**src/include/wdrt_pkg.sv**
```systemverilog
package wdrt_pkg;

    // register bus
    localparam int WDRT_ADDR_W = 12;
    localparam int WDRT_DATA_W = 8;
    localparam logic [11:0] WDRT_OFF_CONTROL = 12'h00c;
    localparam logic [11:0] WDRT_OFF_ID_HIGH = 12'hfeb;
    localparam logic [11:0] WDRT_OFF_ID_LOW = 12'hfec;

    // watchdog_control fields
    localparam int WDRT_FLD_SEL_LSB = 5;
    localparam int WDRT_FLD_SEL_MSB = 7;
    localparam int WDRT_FLD_HW_FLAG = 4;
    localparam int WDRT_FLD_CODE_LSB = 0;
    localparam int WDRT_FLD_CODE_MSB = 3;
    localparam logic [3:0] WDRT_SERVICE_CODE = 4'h5;
    localparam logic [7:0] WDRT_CONTROL_RST_SW = 8'h00;
    localparam logic [7:0] WDRT_CONTROL_RST_HW = 8'h30;
    localparam logic [2:0] WDRT_SEL_RST = 3'h0;
    localparam logic [2:0] WDRT_SEL_HW_FIXED = 3'h1;

    // selection id values
    localparam logic [15:0] WDRT_ID_SOFTWARE = 16'ha596;
    localparam logic [15:0] WDRT_ID_HW_STBY_HALT = 16'ha597;

    // tick sources, index into the raw tick vector
    localparam int WDRT_NUM_SRC = 5;
    localparam logic [2:0] WDRT_SRC_TBT_DIV21 = 3'h0;
    localparam logic [2:0] WDRT_SRC_TBT_DIV20 = 3'h1;
    localparam logic [2:0] WDRT_SRC_WP_DIV14 = 3'h2;
    localparam logic [2:0] WDRT_SRC_WP_DIV13 = 3'h3;
    localparam logic [2:0] WDRT_SRC_LSOSC_DIV16 = 3'h4;

    // upstream timer groups, index into the raw clear vector
    localparam int WDRT_NUM_GRP = 3;
    localparam logic [1:0] WDRT_GRP_TBT = 2'h0;
    localparam logic [1:0] WDRT_GRP_WP = 2'h1;
    localparam logic [1:0] WDRT_GRP_LSOSC = 2'h2;

    // timing
    localparam int WDRT_CLK_PERIOD_NS = 50;
    localparam int WDRT_RESET_PULSE_NS = 200;
    localparam int WDRT_RESET_PULSE_CYCLES =
        (WDRT_RESET_PULSE_NS + WDRT_CLK_PERIOD_NS - 1) / WDRT_CLK_PERIOD_NS;
    localparam int WDRT_STAB_WAIT_CYCLES_DEF = 32768;
    localparam int WDRT_HOLD_CNT_W = 24;

    // decode tick select {hi, lo, lowspeed_osc} into a source index
    function automatic logic [2:0] wdrt_src_of(input logic [2:0] sel);
        logic [2:0] src;
        src = WDRT_SRC_LSOSC_DIV16;
        if (!sel[0]) begin
            case (sel[2:1])
                2'h0: src = WDRT_SRC_TBT_DIV21;
                2'h1: src = WDRT_SRC_TBT_DIV20;
                2'h2: src = WDRT_SRC_WP_DIV14;
                default: src = WDRT_SRC_WP_DIV13;
            endcase
        end
        return src;
    endfunction

    // upstream timer that feeds a source
    function automatic logic [1:0] wdrt_group_of(input logic [2:0] src);
        logic [1:0] grp;
        grp = WDRT_GRP_LSOSC;
        if (src == WDRT_SRC_TBT_DIV21 || src == WDRT_SRC_TBT_DIV20) begin
            grp = WDRT_GRP_TBT;
        end else if (src == WDRT_SRC_WP_DIV14 || src == WDRT_SRC_WP_DIV13) begin
            grp = WDRT_GRP_WP;
        end
        return grp;
    endfunction

endpackage

```
**src/include/wdrt_tick_if.sv**
```systemverilog
`timescale 1ns/1ps
interface wdrt_tick_if;
    logic [2:0] sel;
    logic tick;
    logic src_clear;

    modport selector (
        input sel,
        output tick,
        output src_clear
    );

    modport core (
        output sel,
        input tick,
        input src_clear
    );
endinterface

```
**src/hdl/wdrt_tick_sel.sv**
```systemverilog
`timescale 1ns/1ps
module wdrt_tick_sel
    import wdrt_pkg::*;
(
    // clock and reset
    input wire logic clk,
    input wire logic arst_n,
    // upstream timer outputs and their clear events, asynchronous
    input wire logic [WDRT_NUM_SRC-1:0] src_tick_raw,
    input wire logic [WDRT_NUM_GRP-1:0] src_clear_raw,
    // towards the counter
    wdrt_tick_if.selector tif
);
    logic [WDRT_NUM_SRC-1:0] tick_s1, tick_s2, tick_prev;
    logic [WDRT_NUM_SRC-1:0] next_tick_s1, next_tick_s2, next_tick_prev;
    logic [WDRT_NUM_GRP-1:0] clr_s1, clr_s2, clr_prev;
    logic [WDRT_NUM_GRP-1:0] next_clr_s1, next_clr_s2, next_clr_prev;
    logic tick_q, clr_q, next_tick_q, next_clr_q;
    logic [2:0] src;
    logic [1:0] grp;

    always_comb begin
        next_tick_s1 = src_tick_raw;
        next_tick_s2 = tick_s1;
        next_tick_prev = tick_s2;
        next_clr_s1 = src_clear_raw;
        next_clr_s2 = clr_s1;
        next_clr_prev = clr_s2;
        src = wdrt_src_of(tif.sel);
        grp = wdrt_group_of(src);
        // rising edge of the synchronised level is one tick
        next_tick_q = tick_s2[src] & ~tick_prev[src];
        // only a clear of the timer now feeding us matters
        next_clr_q = clr_s2[grp] & ~clr_prev[grp];
    end

    always_ff @(posedge clk or negedge arst_n) begin
        if (!arst_n) begin
            tick_s1 <= '0;
            tick_s2 <= '0;
            tick_prev <= '0;
            clr_s1 <= '0;
            clr_s2 <= '0;
            clr_prev <= '0;
            tick_q <= 1'b0;
            clr_q <= 1'b0;
        end else begin
            tick_s1 <= next_tick_s1;
            tick_s2 <= next_tick_s2;
            tick_prev <= next_tick_prev;
            clr_s1 <= next_clr_s1;
            clr_s2 <= next_clr_s2;
            clr_prev <= next_clr_prev;
            tick_q <= next_tick_q;
            clr_q <= next_clr_q;
        end
    end

    assign tif.tick = tick_q;
    assign tif.src_clear = clr_q;
endmodule // wdrt_tick_sel

```
**src/hdl/wdrt_reset_gen.sv**
```systemverilog
`timescale 1ns/1ps
module wdrt_reset_gen
    import wdrt_pkg::*;
#(
    parameter int unsigned STAB_WAIT_CYCLES = WDRT_STAB_WAIT_CYCLES_DEF
) (
    // clock and reset
    input wire logic clk,
    input wire logic arst_n,
    // request
    input wire logic trigger,
    input wire logic subclock,
    // reset outputs
    output logic wd_reset,
    output logic main_clock_request
);
    typedef enum logic [1:0] {
        RG_IDLE = 2'b01,
        RG_HOLD = 2'b10
    } wdrt_rg_state_t;

    localparam logic [WDRT_HOLD_CNT_W-1:0] PULSE_LEN =
        WDRT_HOLD_CNT_W'(WDRT_RESET_PULSE_CYCLES);
    localparam logic [WDRT_HOLD_CNT_W-1:0] STAB_LEN =
        WDRT_HOLD_CNT_W'(STAB_WAIT_CYCLES + WDRT_RESET_PULSE_CYCLES);

    wdrt_rg_state_t state, next_state;
    logic [WDRT_HOLD_CNT_W-1:0] remain, next_remain;
    logic next_wd_reset, next_main_clock_request;

    always_comb begin
        next_state = state;
        next_remain = remain;
        next_wd_reset = wd_reset;
        next_main_clock_request = main_clock_request;
        case (state)
            RG_IDLE: begin
                if (trigger) begin
                    next_state = RG_HOLD;
                    next_wd_reset = 1'b1;
                    // held through the main oscillator wait when on subclock
                    next_remain = subclock ? STAB_LEN : PULSE_LEN;
                    next_main_clock_request = subclock;
                end
            end
            RG_HOLD: begin
                if (remain <= WDRT_HOLD_CNT_W'(1)) begin
                    next_state = RG_IDLE;
                    next_wd_reset = 1'b0;
                    next_main_clock_request = 1'b0;
                    next_remain = '0;
                end else begin
                    next_remain = remain - WDRT_HOLD_CNT_W'(1);
                end
            end
            default: begin
                next_state = RG_IDLE;
                next_wd_reset = 1'b0;
                next_main_clock_request = 1'b0;
                next_remain = '0;
            end
        endcase
    end

    always_ff @(posedge clk or negedge arst_n) begin
        if (!arst_n) begin
            state <= RG_IDLE;
            remain <= '0;
            wd_reset <= 1'b0;
            main_clock_request <= 1'b0;
        end else begin
            state <= next_state;
            remain <= next_remain;
            wd_reset <= next_wd_reset;
            main_clock_request <= next_main_clock_request;
        end
    end
endmodule // wdrt_reset_gen

```
**src/hdl/wdrt_top.sv**
```systemverilog
// The address-and-strobe port was decided locally.
`timescale 1ns/1ps
module wdrt_top
    import wdrt_pkg::*;
#(
    parameter int unsigned STAB_WAIT_CYCLES = WDRT_STAB_WAIT_CYCLES_DEF
) (
    // clock and reset
    input wire logic clk,
    input wire logic arst_n,
    // register port
    input wire logic [WDRT_ADDR_W-1:0] reg_addr,
    input wire logic [WDRT_DATA_W-1:0] reg_wdata,
    input wire logic reg_wr,
    input wire logic reg_rd,
    output logic [WDRT_DATA_W-1:0] reg_rdata,
    // upstream timer outputs, asynchronous levels
    input wire logic tbt_div21_out,
    input wire logic tbt_div20_out,
    input wire logic wp_div14_out,
    input wire logic wp_div13_out,
    input wire logic lsosc_div16_out,
    // upstream timer clear events, asynchronous
    input wire logic tbt_cleared,
    input wire logic wp_cleared,
    input wire logic lsosc_cleared,
    // selection id as loaded from non-volatile storage, stable at reset
    input wire logic [WDRT_DATA_W-1:0] select_id_high_in,
    input wire logic [WDRT_DATA_W-1:0] select_id_low_in,
    // power state from the clock controller, asynchronous
    input wire logic standby_active,
    input wire logic subclock_mode,
    // results
    output logic wd_reset,
    output logic main_clock_request,
    output logic watchdog_running
);
    typedef enum logic [2:0] {
        ST_LOAD = 3'b001,
        ST_IDLE = 3'b010,
        ST_RUN = 3'b100
    } wdrt_state_t;

    wdrt_tick_if tif ();

    // mode and configuration state
    wdrt_state_t state, next_state;
    logic hw_mode, next_hw_mode;
    logic run_in_standby, next_run_in_standby;
    logic [WDRT_DATA_W-1:0] id_high, next_id_high;
    logic [WDRT_DATA_W-1:0] id_low, next_id_low;
    logic [2:0] tick_sel, next_tick_sel;
    logic next_watchdog_running;

    // counter state
    logic count, next_count;
    logic overflow, next_overflow;

    // power state synchronisers
    logic stby_s1, stby_s2, stby_prev;
    logic next_stby_s1, next_stby_s2, next_stby_prev;
    logic sub_s1, sub_s2;
    logic next_sub_s1, next_sub_s2;

    // register read
    logic [WDRT_DATA_W-1:0] next_reg_rdata;

    // decoded strobes
    logic ctrl_wr;
    logic service;
    logic stby_entry;
    logic halted;
    logic [15:0] id_value;

    // counter clear causes
    logic clear_service;
    logic clear_source;
    logic clear_standby;
    logic counter_clear;
    logic tick_taken;

    always_comb begin
        ctrl_wr = reg_wr && (reg_addr == WDRT_OFF_CONTROL);
        // any other code is ignored
        service = ctrl_wr &&
            (reg_wdata[WDRT_FLD_CODE_MSB:WDRT_FLD_CODE_LSB] == WDRT_SERVICE_CODE);
        stby_entry = stby_s2 && !stby_prev;
        halted = stby_s2 && !run_in_standby;
        id_value = {select_id_high_in, select_id_low_in};
        // a service write only clears once the watchdog runs
        clear_service = service && (state == ST_RUN);
        clear_source = tif.src_clear;
        // a run-in-standby watchdog ignores standby altogether
        clear_standby = (stby_entry && !run_in_standby) || halted;
        counter_clear = clear_service || clear_source || clear_standby;
        // a tick in the same cycle as a clear is dropped
        tick_taken = tif.tick && !counter_clear;
    end

    // power state synchronisers
    always_comb begin
        // two flops before use; prev only marks the entry edge
        next_stby_s1 = standby_active;
        next_stby_s2 = stby_s1;
        next_stby_prev = stby_s2;
        next_sub_s1 = subclock_mode;
        next_sub_s2 = sub_s1;
    end

    always_ff @(posedge clk or negedge arst_n) begin
        if (!arst_n) begin
            stby_s1 <= 1'b0;
            stby_s2 <= 1'b0;
            stby_prev <= 1'b0;
            sub_s1 <= 1'b0;
            sub_s2 <= 1'b0;
        end else begin
            stby_s1 <= next_stby_s1;
            stby_s2 <= next_stby_s2;
            stby_prev <= next_stby_prev;
            sub_s1 <= next_sub_s1;
            sub_s2 <= next_sub_s2;
        end
    end

    // mode control
    always_comb begin
        next_state = state;
        next_hw_mode = hw_mode;
        next_run_in_standby = run_in_standby;
        next_id_high = id_high;
        next_id_low = id_low;
        next_tick_sel = tick_sel;
        next_watchdog_running = watchdog_running;
        case (state)
            ST_LOAD: begin
                // id caught in the first clocked cycle after reset release
                next_id_high = select_id_high_in;
                next_id_low = select_id_low_in;
                if (id_value == WDRT_ID_SOFTWARE) begin
                    next_hw_mode = 1'b0;
                    next_run_in_standby = 1'b0;
                    next_state = ST_IDLE;
                end else begin
                    next_hw_mode = 1'b1;
                    next_run_in_standby = (id_value != WDRT_ID_HW_STBY_HALT);
                    next_tick_sel = WDRT_SEL_HW_FIXED;
                    next_watchdog_running = 1'b1;
                    next_state = ST_RUN;
                end
            end
            ST_IDLE: begin
                if (ctrl_wr) begin
                    // select is taken with every control write while idle
                    next_tick_sel = reg_wdata[WDRT_FLD_SEL_MSB:WDRT_FLD_SEL_LSB];
                end
                if (service) begin
                    next_watchdog_running = 1'b1;
                    next_state = ST_RUN;
                end
            end
            ST_RUN: begin
                // no write leaves this state, select stays frozen
                next_state = ST_RUN;
                next_watchdog_running = 1'b1;
            end
            default: begin
                next_state = ST_LOAD;
                next_watchdog_running = 1'b0;
            end
        endcase
    end

    always_ff @(posedge clk or negedge arst_n) begin
        if (!arst_n) begin
            state <= ST_LOAD;
            hw_mode <= 1'b0;
            run_in_standby <= 1'b0;
            id_high <= '0;
            id_low <= '0;
            tick_sel <= WDRT_SEL_RST;
            watchdog_running <= 1'b0;
        end else begin
            state <= next_state;
            hw_mode <= next_hw_mode;
            run_in_standby <= next_run_in_standby;
            id_high <= next_id_high;
            id_low <= next_id_low;
            tick_sel <= next_tick_sel;
            watchdog_running <= next_watchdog_running;
        end
    end

    // counter; a clear in the same cycle as a tick wins, which only
    // lengthens the interval and never fires early
    always_comb begin
        next_count = count;
        next_overflow = 1'b0;
        if (state != ST_RUN) begin
            next_count = 1'b0;
        end else if (counter_clear) begin
            next_count = 1'b0;
        end else if (tick_taken) begin
            if (count) begin
                next_overflow = 1'b1;
                next_count = 1'b0;
            end else begin
                next_count = 1'b1;
            end
        end
    end

    always_ff @(posedge clk or negedge arst_n) begin
        if (!arst_n) begin
            count <= 1'b0;
            overflow <= 1'b0;
        end else begin
            count <= next_count;
            overflow <= next_overflow;
        end
    end

    // register read, data valid only in the cycle after the strobe
    always_comb begin
        next_reg_rdata = '0;
        if (reg_rd) begin
            case (reg_addr)
                WDRT_OFF_CONTROL: begin
                    if (hw_mode) begin
                        // select and status bits locked to their fixed image
                        next_reg_rdata = WDRT_CONTROL_RST_HW;
                        next_reg_rdata[WDRT_FLD_SEL_MSB:WDRT_FLD_SEL_LSB] = WDRT_SEL_HW_FIXED;
                        next_reg_rdata[WDRT_FLD_HW_FLAG] = 1'b1;
                    end else begin
                        // software image shows the select it was given
                        next_reg_rdata = WDRT_CONTROL_RST_SW;
                        next_reg_rdata[WDRT_FLD_SEL_MSB:WDRT_FLD_SEL_LSB] = tick_sel;
                        next_reg_rdata[WDRT_FLD_HW_FLAG] = 1'b0;
                    end
                    next_reg_rdata[WDRT_FLD_CODE_MSB:WDRT_FLD_CODE_LSB] = 4'h0;
                end
                WDRT_OFF_ID_HIGH: next_reg_rdata = id_high;
                WDRT_OFF_ID_LOW: next_reg_rdata = id_low;
                default: next_reg_rdata = '0;
            endcase
        end
    end

    always_ff @(posedge clk or negedge arst_n) begin
        if (!arst_n) begin
            reg_rdata <= '0;
        end else begin
            reg_rdata <= next_reg_rdata;
        end
    end

    assign tif.sel = tick_sel;

    // raw vectors follow the package source and group indices
    wdrt_tick_sel u_tick_sel (
        .clk(clk),
        .arst_n(arst_n),
        .src_tick_raw({lsosc_div16_out, wp_div13_out, wp_div14_out,
                       tbt_div20_out, tbt_div21_out}),
        .src_clear_raw({lsosc_cleared, wp_cleared, tbt_cleared}),
        .tif(tif.selector)
    );

    // the generator alone decides how long reset stands
    wdrt_reset_gen #(
        .STAB_WAIT_CYCLES(STAB_WAIT_CYCLES)
    ) u_reset_gen (
        .clk(clk),
        .arst_n(arst_n),
        .trigger(overflow),
        .subclock(sub_s2),
        .wd_reset(wd_reset),
        .main_clock_request(main_clock_request)
    );
endmodule // wdrt_top

```
**config.mk**
```make
export PLATFORM = sky130hd
export DESIGN_NAME = wdrt_top
export DESIGN_NICKNAME = d
export VERILOG_FILES = /design/src/include/wdrt_pkg.sv /design/src/include/wdrt_tick_if.sv /design/src/hdl/wdrt_tick_sel.sv /design/src/hdl/wdrt_reset_gen.sv /design/src/hdl/wdrt_top.sv
export SDC_FILE = /design/constraint.sdc
export NUM_CORES = 1
export LEC_CHECK = 0
export BUFFER_PORTS_ARGS = -buffer_cell sky130_fd_sc_hd__buf_4
export CAP_MARGIN = 10
export CORE_ASPECT_RATIO = 1.75
export CORE_UTILIZATION = 40
export CTS_CLUSTER_SIZE = 30
export DETAILED_ROUTE_END_ITERATION = 12
export HOLD_SLACK_MARGIN = 0.08
export MAX_ROUTING_LAYER = met4
export PLACE_DENSITY = 0.59
export SLEW_MARGIN = 20
export SYNTH_ARGS = -nofsm -noshare
export SYNTH_HDL_FRONTEND = slang
export SYNTH_HIERARCHICAL = 1
export SYNTH_SLANG_ARGS = --single-unit
```
**constraint.sdc**
```tcl
create_clock -name clk -period 2.3 [get_ports clk]
set_clock_uncertainty 0.1 [all_clocks]
set_input_delay 0.345 -clock clk [delete_from_list [all_inputs] [get_ports clk]]
set_output_delay 0.345 -clock clk [all_outputs]
set_load 0.01 [all_outputs]
```
==> run_results.csv, run 1 <==
group,metric,value,unit
clocking,clk_pin_slew,70,ps
sta,finalCritPeriodShare,0.9673,
floorplanning,rows,47,
min_path,hold_path.class,"input port to register",
detailed_routing,wl_per_cell,15.51,um
setup_path,crit_type,"register to register",
setup_path,end_kind,"register",
synth,syn_area,3973,um2
cells_and_area,final_area,5179,um2
detailed_routing,wl,8.606,mm
cells_and_area,finish.utilization,0.5436,
synth,syn_nets,386,
synth,ys_ff_latch,92,
clocking,cts_root_buffer,"clkbuf_16",
detailed_routing,viasPerCell,5.317,
global_route,antenna_found_initial,0,
place,dp_hpwl,6.359,mm
floorplanning,core,9527,um2
cells_and_area,multi_input_comb_area,1583,um2
cells_and_area,drive_gt1_frac,0.3187,
sta,worst_slew_pin_slew,647.3,ps
synth,async_flop_share,1.000,
sta,post-route-min-period,2225,ps
cells_and_area,antenna_cells,0,
clocking,cts_max_level,3,
detailed_routing,drc,0,
cells_and_area,final_cells,555,
place,place_ws,26.75,ps
setup_path,cp_top_family,"simple AND/OR/NAND/NOR gates",
cells_and_area,nNetsFinal,482,
global_route,grt-ovfl-total,0,
setup_path,crit_required,2430,ps
detailed_routing,first_pass_iters,4,
floorplanning,start_util,0.4170,
floorplanning,io_pins,61,
cells_and_area,fill_cells,866,
setup_path,arrival,2360,ps
setup_path,path_cells,"or3_4 -> or4_4 -> o31ai_4 -> buf_4 -> o21ai_2 -> a211o_1",
floorplanning,die_w,77.34,um
sta,worst_slew_margin_rel,0.5676,
setup_path,worstSetupStartpointType,"register",
synth,synth_edf_count,0,
sta,fmax,449.5,MHz
sta,fin_ws,75.20,ps
global_route,grt_max_degree,43,
cells_and_area,ff_latch_area,2305,um2
detailed_routing,ant_nets,0,
global_route,grt_first_pass_wirelength,14.57,mm
setup_path,path_buf_inv,1,
synth,ys.flop_type,"dfrtp_1",
synth,yosys-top-cells-area,"dfrtp_1 (57%), mux2_2 (4.5%), nor2_1 (3.4%)",
synth,postSynthAreaPerCell,11.97,um2
place,detailed_place.area,4702,um2
floorplanning,die_area,10350,um2
sta,setup_viol,0,
cells_and_area,final_common_cell,"dfrtp_1",
synth,synth_top_area_share,0.5669,
synth,synth-seq-area-share,0.5802,
flow_run,drv_cap,0,
power_and_ir_drop,vdd_drop_max,602.6,uV
place,dp.cells,526,
sta,hold_violations,0,
clocking,numCtsBuffers,9,
power_and_ir_drop,p_leak,2.400,nW
place,place.gp.congestion,0.8580,
clocking,cts_tree,"yes",
global_route,grt_pass1_vias,3081,
synth,netlist_instances,332,
global_route,grtUsageTotal,0.1872,
setup_path,slowest_stage,"or4_4",
floorplanning,die_y,133.8,um
outcome,outcome,"completed",
synth,synth_cell_type_count,62,
synth,yosysWarnings,6,
detailed_routing,vias,2951,
detailed_routing,drt_iter0_markers,130,
power_and_ir_drop,power.density,978.4,nW/um2
setup_path,max_stage_delay,440,ps
cells_and_area,final_cell_mix,"dfrtp_1 (90), buf_4 (82), nor2_1 (35)",
place,port-buffer-count,59,
clocking,cts.sinks,92,
cells_and_area,syn2layout_area_growth,30.36,%
setup_path,path_max_fanout,5,
clocking,clock_latency,340,ps
synth,synth_top_cell_by_area,"dfrtp_1",
sta,drv_slew,0,
clocking,clk_path_buf_depth,2,
==> area by class of cell <==
cell class              count  area share
flip-flops and latches     92      0.4450
repair buffers             96      0.1500
inverters                  12    0.008698
clock buffers               9     0.04349
multi-input cells         217      0.3056
well taps                 122     0.02948
clock inverters             7     0.01764
==> synth_stat cells, drive strengths merged (3+ instances only) <==
cell type	instances
a21oi	4
nor4b	4
nor3	14
or4	4
nor3b	4
or3	5
inv	12
nor4	10
ha	4
nand4	8
o21ai	11
nor2	36
xnor2	15
nand2	15
nand2b	5
a22oi	5
clkbuf	3
a22o	4
nor2b	6
dfrtp	90
a21o	5
a32oi	3
mux2	16
o31ai	3
buf	8
==> worst reg2reg max path, stage by stage (launching register included) <==
cell     delay (ps)
dfrtp_1         390
or3_4           400
or4_4           440
o31ai_4         290
buf_4           180
o21ai_2          40
a211o_1         280
==> logic make-up (layout without fill, tap and decap cells) <==
logic type,after synthesis,in the layout,synth area share
and+or+nand+nor,128,128,0.1931
DFF,92,92,0.5802
AOI/OAI and AO/OA,52,52,0.1021
buffers and inverters,23,124,0.02929
xor gates and xnor gates,17,17,0.03748
muxes,16,16,0.04535
adders and majority gates,4,4,0.01260
==> sequential cells by signal, summed over array words and instances (netlist names), 5 cells and up <==
register,count
u_tick_sel/next_tick_s2,5
u_tick_sel/next_tick_prev,5
u_tick_sel/tick_prev,5
id_high,8
id_low,8
reg_rdata,8
u_reset_gen/remain,24
==> metrics by stage <==
stage                     hold WS, ps  setup TNS (ps)  power (mW)
final                           129.1               0       5.067
after global routing            128.7          -9.583       5.384
after CTS                       117.2               0       5.097
after detailed placement        234.7               0       3.519
after global placement          233.5               0       3.482
after floorplan                -50.59               0       2.909
==> report_power, final <==
part	switching [mW]	internal, mW	total (mW)
Sequential	0.132	1.78	1.92
Combinational	0.853	0.759	1.61
Clock	0.669	0.869	1.54
==> timing repair <==
| item | in CTS | in global routing |
|---|---|---|
| buffers inserted | 0 | 2 |
| setup endpoints to repair | 0 | 18 |
| gates resized for setup | 0 | 8 |
| hold endpoints to repair | 49 | 0 |
| hold buffers | 11 | 0 |
==> routing by layer <==
metal	part of all wire	routed length, um	global-route usage	vias to the layer above
met1	0.39	3358	0.2009	1471
li1	-	-	-	1394
met5	0	0	-	-
met4	0.019	162	0.07757	0
met2	0.56	4790	0.3343	66
met3	0.034	295	0.03401	20
==> path summary, 6_finish.rpt <==
| check | to | slack, ps | cells past startpoint | from |
|---|---|---|---|---|
| setup / recovery | u_reset_gen/remain[2] | 80 | 6 | u_reset_gen/remain[16] |
| hold / removal | tick_sel[2] | 130 | 2 | reg_wdata[7] |
| setup reg to reg | u_reset_gen/remain[2] | 80 | 6 | u_reset_gen/remain[16] |
| hold reg to reg | u_tick_sel/clr_s2[0] | 250 | 0 | u_tick_sel/clr_s1[0] |
| max in group asynchronous | u_reset_gen/state[0] | 1000 | 3 | arst_n |
| min in group asynchronous | u_reset_gen/remain[12] | 440 | 2 | arst_n |
Note: power is estimated with default switching activity, not from simulation.
==> inputs of run 2 (changes only) <==
- BUFFER_PORTS_ARGS: -buffer_cell sky130_fd_sc_hd__buf_4 -> default
- DONT_BUFFER_PORTS: default -> 1
- PLACE_DENSITY: 0.59 -> 0.53
==> run 2 against run 1 <==
Compared with the run above:
- the flow now finishes with violations (negative hold slack)
- hold slack worse by 530 ps
- non-clock buffer count decreased by 38
- cell area is 3.2% lower
- global-route usage is essentially flat
- clock power decreased by 6%
- largest cell class unchanged
- via count decreased by 6.5%
- sequential power barely moved
- largest power group unchanged
- cell count is 6.8% lower
==> run_results.csv, run 2 (synthesis results as in run 1) <==
group,metric,value,unit
place,place.gp.congestion,0.7957,
clocking,cts_max_level,3,
cells_and_area,nNetsFinal,444,
clocking,clk_path_buf_depth,2,
outcome,failed_checks,"negative hold slack",
outcome,outcome,"finished with violations",
detailed_routing,wl,8.544,mm
detailed_routing,ant_nets,0,
sta,rsz0062_at_grt,"true",
setup_path,end_kind,"register",
sta,worst_slew_margin_rel,0.7049,
global_route,grt_pass1_vias,2997,
sta,drv_slew,0,
sta,worst_slew_pin_slew,438.0,ps
sta,setup_viol,0,
sta,hold_ws,-401.0,ps
setup_path,rrSetupSlack,5,ps
global_route,grt_first_pass_wirelength,14.34,mm
cells_and_area,fill_cells,883,
cells_and_area,syn2layout_area_growth,26.14,%
setup_path,path_cells,"or3_4 -> or4_4 -> o31ai_4 -> buf_6 -> and2_4 -> buf_12 -> nor2_2",
setup_path,rr_startpoint,"u_reset_gen/remain[14]",
setup_path,path_max_fanout,8,
setup_path,worstReg2RegEnd,"u_reset_gen/remain[17]",
clocking,cts_tree,"yes",
power_and_ir_drop,vdd_drop_max,450.7,uV
sta,post-route-min-period,2295,ps
cells_and_area,final_cell_mix,"dfrtp_1 (90), dlygate4sd3_1 (29), buf_4 (23)",
floorplanning,core,9527,um2
cells_and_area,drive_gt1_frac,0.2532,
setup_path,path_buf_inv,2,
cells_and_area,final_cells,517,
setup_path,worstSetupStartpointType,"register",
cells_and_area,antenna_cells,0,
detailed_routing,viasPerCell,5.335,
sta,finalSetupTns,0,ps
cells_and_area,largest_register_ffs,24,
setup_path,cp_top_family,"simple AND/OR/NAND/NOR gates",
sta,fin_ws,4.750,ps
min_path,hold_path.class,"input port to async pin",
cells_and_area,largest_register,"u_reset_gen/remain",
setup_path,max_stage_delay,510,ps
global_route,grt_max_degree,93,
global_route,grtUsageTotal,0.1868,
floorplanning,rows,47,
place,dp_hpwl,6.013,mm
clocking,clk_pin_slew,70,ps
cells_and_area,final_common_cell,"dfrtp_1",
place,port-buffer-count,0,
place,place_ws,1.441,ps
flow_run,drv_cap,0,
power_and_ir_drop,p_leak,2.179,nW
global_route,grt-ovfl-total,0,
clocking,numCtsBuffers,9,
detailed_routing,drc,0,
floorplanning,io_pins,61,
global_route,antenna_found_initial,0,
clocking,cts.sinks,92,
detailed_routing,wl_per_cell,16.53,um
detailed_routing,drt_iter0_markers,84,
cells_and_area,ff_latch_area,2305,um2
floorplanning,die_w,77.34,um
setup_path,slowest_stage,"or4_4",
clocking,cts_root_buffer,"clkbuf_16",
detailed_routing,vias,2758,
cells_and_area,multi_input_comb_area,1672,um2
clocking,clock_latency,340,ps
sta,fmax,435.7,MHz
setup_path,ff2ff_path_depth,7,
power_and_ir_drop,power.density,1051,nW/um2
place,dp.cells,469,
clocking,ctsHoldBuffers,29,
floorplanning,die_y,133.8,um
setup_path,crit_required,2420,ps
detailed_routing,first_pass_iters,4,
setup_path,arrival,2420,ps
floorplanning,start_util,0.4170,
sta,hold_violations,92,
floorplanning,die_area,10350,um2
setup_path,crit_type,"register to register",
sta,finalCritPeriodShare,0.9979,
-- run 2: cell count changes in the layout (fill, tap and decap cells not counted), moves of 2 or more --
cell / change
o21ai_0: -4
nor2_4: +11
nor2_2: +3
o21ai_2: +2
nor2_1: -14
buf_4: -59
buf_6: +3
o21ai_1: +2
dlygate4sd3_1: +18
-- run 2: per-stage QoR --
step | cell area, um2 | hold WS [ps] | power, mW | util
3_3_place_gp | 4249 | -47.84 | 3.378 | 0.4460
5_1_grt | 5011 | -421.1 | 5.586 | 0.5260
2_1_floorplan | 3979 | -50.59 | 2.909 | -
4_1_cts | 4828 | -409.0 | 4.897 | 0.5068
6_report | 5011 | -401.0 | 5.269 | 0.5260
3_5_place_dp | 4249 | -47.82 | 3.390 | 0.4460
-- run 2: final cells by class --
type | instances | share of cell area
Sequential cell | 92 | 0.4599
Tap cell | 122 | 0.03046
Clock inverter | 7 | 0.01273
Multi-Input combinational cell | 217 | 0.3336
Inverter | 12 | 0.008989
Clock buffer | 9 | 0.04494
Timing Repair Buffer | 58 | 0.1094
-- run 2: per-layer routing --
layer | wire [um] | GRT usage | up-vias
met2 | 4963 | 0.3461 | 59
met5 | 0 | - | -
met4 | 180 | 0.07233 | 0
met3 | 253 | 0.03810 | 13
met1 | 3146 | 0.1885 | 1370
li1 | - | - | 1316
-- run 2: where the power goes --
part	leakage, nW	internal [mW]	switching [mW]	total (mW)
Sequential	1.18	1.78	0.142	1.93
Clock	0.137	0.760	0.678	1.44
Combinational	0.862	0.920	0.985	1.91
Total	2.18	3.46	1.80	5.27
-- run 2: repair_timing --
| item | in CTS | in global routing |
|---|---|---|
| resized for setup | 0 | 49 |
| setup buffers | 0 | 3 |
| endpoints found under the hold margin | 121 | 92 |
| setup endpoints to repair | 2 | 24 |
| pin swaps | 1 | 22 |
-- run 2: how the worst max path moves through the flow --
stage / from / end / slack [ps] / cells after the start
floorplan: u_reset_gen/remain[16] / u_reset_gen/remain[2] / 10 / 7
global placement: u_reset_gen/remain[16] / u_reset_gen/remain[2] / 30 / 6
detailed placement: u_reset_gen/remain[16] / u_reset_gen/remain[2] / 1 / 6
CTS: u_reset_gen/remain[16] / u_reset_gen/remain[15] / 20 / 5
global route: u_reset_gen/remain[14] / u_reset_gen/remain[19] / -60 / 7
finish: u_reset_gen/remain[14] / u_reset_gen/remain[17] / 5 / 7
==> inputs of run 3 (changes only) <==
- CAP_MARGIN: 10 -> 20
- CORE_UTILIZATION: 40 -> 50
- PLACE_DENSITY: 0.53 -> 0.65
- TNS_END_PERCENT: default -> 5
==> run 3 against run 2 <==
Compared with the run above:
- the run still ends with negative hold slack left
- core utilization grew 10 points
- sequential power about the same
- non-clock buffer count decreased by 9
- hold slack better by 1.8 ps
- global-route usage is 3.2 points higher
- register-to-register slack better by 50 ps
- highest routed layer unchanged
==> run_results.csv, run 3 (synthesis results as in run 1) <==
group,metric,value,unit
cells_and_area,finish.utilization,0.6304,
sta,post-route-min-period,2245,ps
global_route,grt_pass1_vias,2888,
detailed_routing,drt_iter0_markers,114,
outcome,failed_checks,"negative hold slack",
detailed_routing,ant_nets,0,
setup_path,end_kind,"register",
cells_and_area,largest_register,"u_reset_gen/remain",
clocking,cts_setup_buffers,0,
clocking,cts.sinks,92,
setup_path,worstReg2RegEnd,"u_reset_gen/remain[2]",
floorplanning,start_util,0.5213,
global_route,antenna_found_initial,0,
power_and_ir_drop,vdd_drop_max,600.3,uV
cells_and_area,final_cells,474,
detailed_routing,viasPerCell,5.764,
global_route,grt_max_degree,93,
detailed_routing,first_pass_iters,4,
clocking,cts_max_level,3,
sta,hold_ws,-399.2,ps
clocking,clk_path_buf_depth,2,
place,port-buffer-count,0,
setup_path,rrSetupSlack,50,ps
power_and_ir_drop,internal-power,3.241,mW
min_path,hold_path.class,"input port to async pin",
cells_and_area,final_common_cell,"dfrtp_1",
detailed_routing,vias,2732,
sta,worst_slew_pin_slew,612.6,ps
clocking,ctsHoldBuffers,29,
floorplanning,die_w,69.38,um
clocking,clock_latency,340,ps
flow_run,drv_cap,0,
cells_and_area,fill_cells,584,
clocking,cts_tree,"yes",
setup_path,crit_required,2420,ps
detailed_routing,wl,8.152,mm
cells_and_area,syn2layout_area_growth,20.91,%
power_and_ir_drop,p_leak,2.153,nW
setup_path,worstSetupStartpointType,"register",
sta,fmax,445.4,MHz
power_and_ir_drop,p_switching,1.600,mW
sta,worst_slew_margin_rel,0.5885,
sta,drv_slew,0,
cells_and_area,largest_register_ffs,24,
place,dp.cells,429,
power_and_ir_drop,pwr-share-seq,0.396,
setup_path,arrival,2370,ps
setup_path,rr_startpoint,"u_reset_gen/remain[16]",
sta,setup_viol,0,
sta,finalSetupTns,0,ps
sta,finalCritPeriodShare,0.9762,
global_route,grtUsageTotal,0.2185,
power_and_ir_drop,power_frac_comb,0.300,
power_and_ir_drop,total_power,4.842,mW
sta,rsz0062_at_grt,"false",
clocking,cts_root_buffer,"clkbuf_16",
clocking,numCtsBuffers,9,
global_route,grt_first_pass_wirelength,13.64,mm
power_and_ir_drop,p_sw_frac,0.3306,
cells_and_area,final_cell_mix,"dfrtp_1 (90), nor2_1 (36), dlygate4sd3_1 (29)",
cells_and_area,antenna_cells,0,
power_and_ir_drop,p_clk_frac,0.304,
place,place.gp.congestion,0.8642,
setup_path,path_max_fanout,5,
cells_and_area,drive_gt1_frac,0.1865,
clocking,clk_pin_slew,70,ps
floorplanning,core,7620,um2
detailed_routing,drc,0,
floorplanning,die_y,119.9,um
sta,hold_violations,92,
floorplanning,die_area,8320,um2
cells_and_area,nNetsFinal,435,
floorplanning,io_pins,61,
setup_path,ff2ff_path_depth,6,
detailed_routing,wl_per_cell,17.20,um
outcome,outcome,"finished with violations",
global_route,grt-ovfl-total,0,
power_and_ir_drop,power.density,1008,nW/um2
place,dp_hpwl,5.532,mm
floorplanning,rows,42,
setup_path,crit_type,"register to register",
## run 3: final cells by class
class | instances | area [um2] | share of cell area
flip-flops and latches | 92 | 2305 | 0.4798
repair buffers | 49 | 456.7 | 0.09508
inverters | 12 | 45.04 | 0.009377
well taps | 88 | 110.1 | 0.02292
multi-input cells | 217 | 1570 | 0.3269
clock inverters | 7 | 91.34 | 0.01902
clock buffers | 9 | 225.2 | 0.04689
## run 3: power by group through the flow
| stage | clock [mW] | sequential [mW] | combinational (mW) |
|---|---|---|---|
| 3_3_place_gp | 0 | 1.94 | 1.36 |
| 3_5_place_dp | 0 | 1.95 | 1.39 |
| 4_1_cts | 1.50 | 1.92 | 1.44 |
| 6_report | 1.47 | 1.92 | 1.45 |
| 2_1_floorplan | 0 | 1.92 | 0.987 |
| 5_1_grt | 1.57 | 1.94 | 1.60 |
## run 3: per-stage QoR
| step | hold WS [ps] | area [um2] | setup slack, ps |
|---|---|---|---|
| 2_1_floorplan | -50.59 | 3979 | 12.70 |
| 3_3_place_gp | -46.85 | 4174 | 83.67 |
| 3_5_place_dp | -46.77 | 4174 | 29.35 |
| 4_1_cts | -416.2 | 4781 | 20.83 |
| 5_1_grt | -417.9 | 4803 | 3.005 |
| 6_report | -399.2 | 4803 | 54.66 |
## run 3: metal layers
| layer | global-route usage | share of wire | vias to the layer above |
|---|---|---|---|
| met5 | - | 0 | - |
| met4 | 0.08291 | 0.016 | 0 |
| met3 | 0.04030 | 0.035 | 11 |
| met2 | 0.3871 | 0.56 | 68 |
| met1 | 0.2416 | 0.39 | 1341 |
| li1 | - | - | 1312 |
## run 3: worst max-delay path, cell delays in order, from the launching register on
cell and delay, ps:
dfrtp_1 390, or3_4 400, or4_4 440, o31ai_4 280, buf_4 180, o21ai_2 40
a211o_1 290
## run 3: worst max-delay path by stage
stage                                       from               endpoint  slack [ps]
after floorplan           u_reset_gen/remain[16]  u_reset_gen/remain[2]          10
after global placement    u_reset_gen/remain[16]  u_reset_gen/remain[2]          80
after detailed placement  u_reset_gen/remain[16]  u_reset_gen/remain[2]          30
after CTS                 u_reset_gen/remain[16]  u_reset_gen/remain[2]          20
after global routing       u_reset_gen/remain[0]  u_reset_gen/remain[2]           3
final                     u_reset_gen/remain[16]  u_reset_gen/remain[2]          50
## run 3: timing repair
| action | in CTS | in global routing |
|---|---|---|
| endpoints found under the hold margin | 121 | 92 |
| setup endpoints to repair | 0 | 6 |
| resized for setup | 0 | 6 |
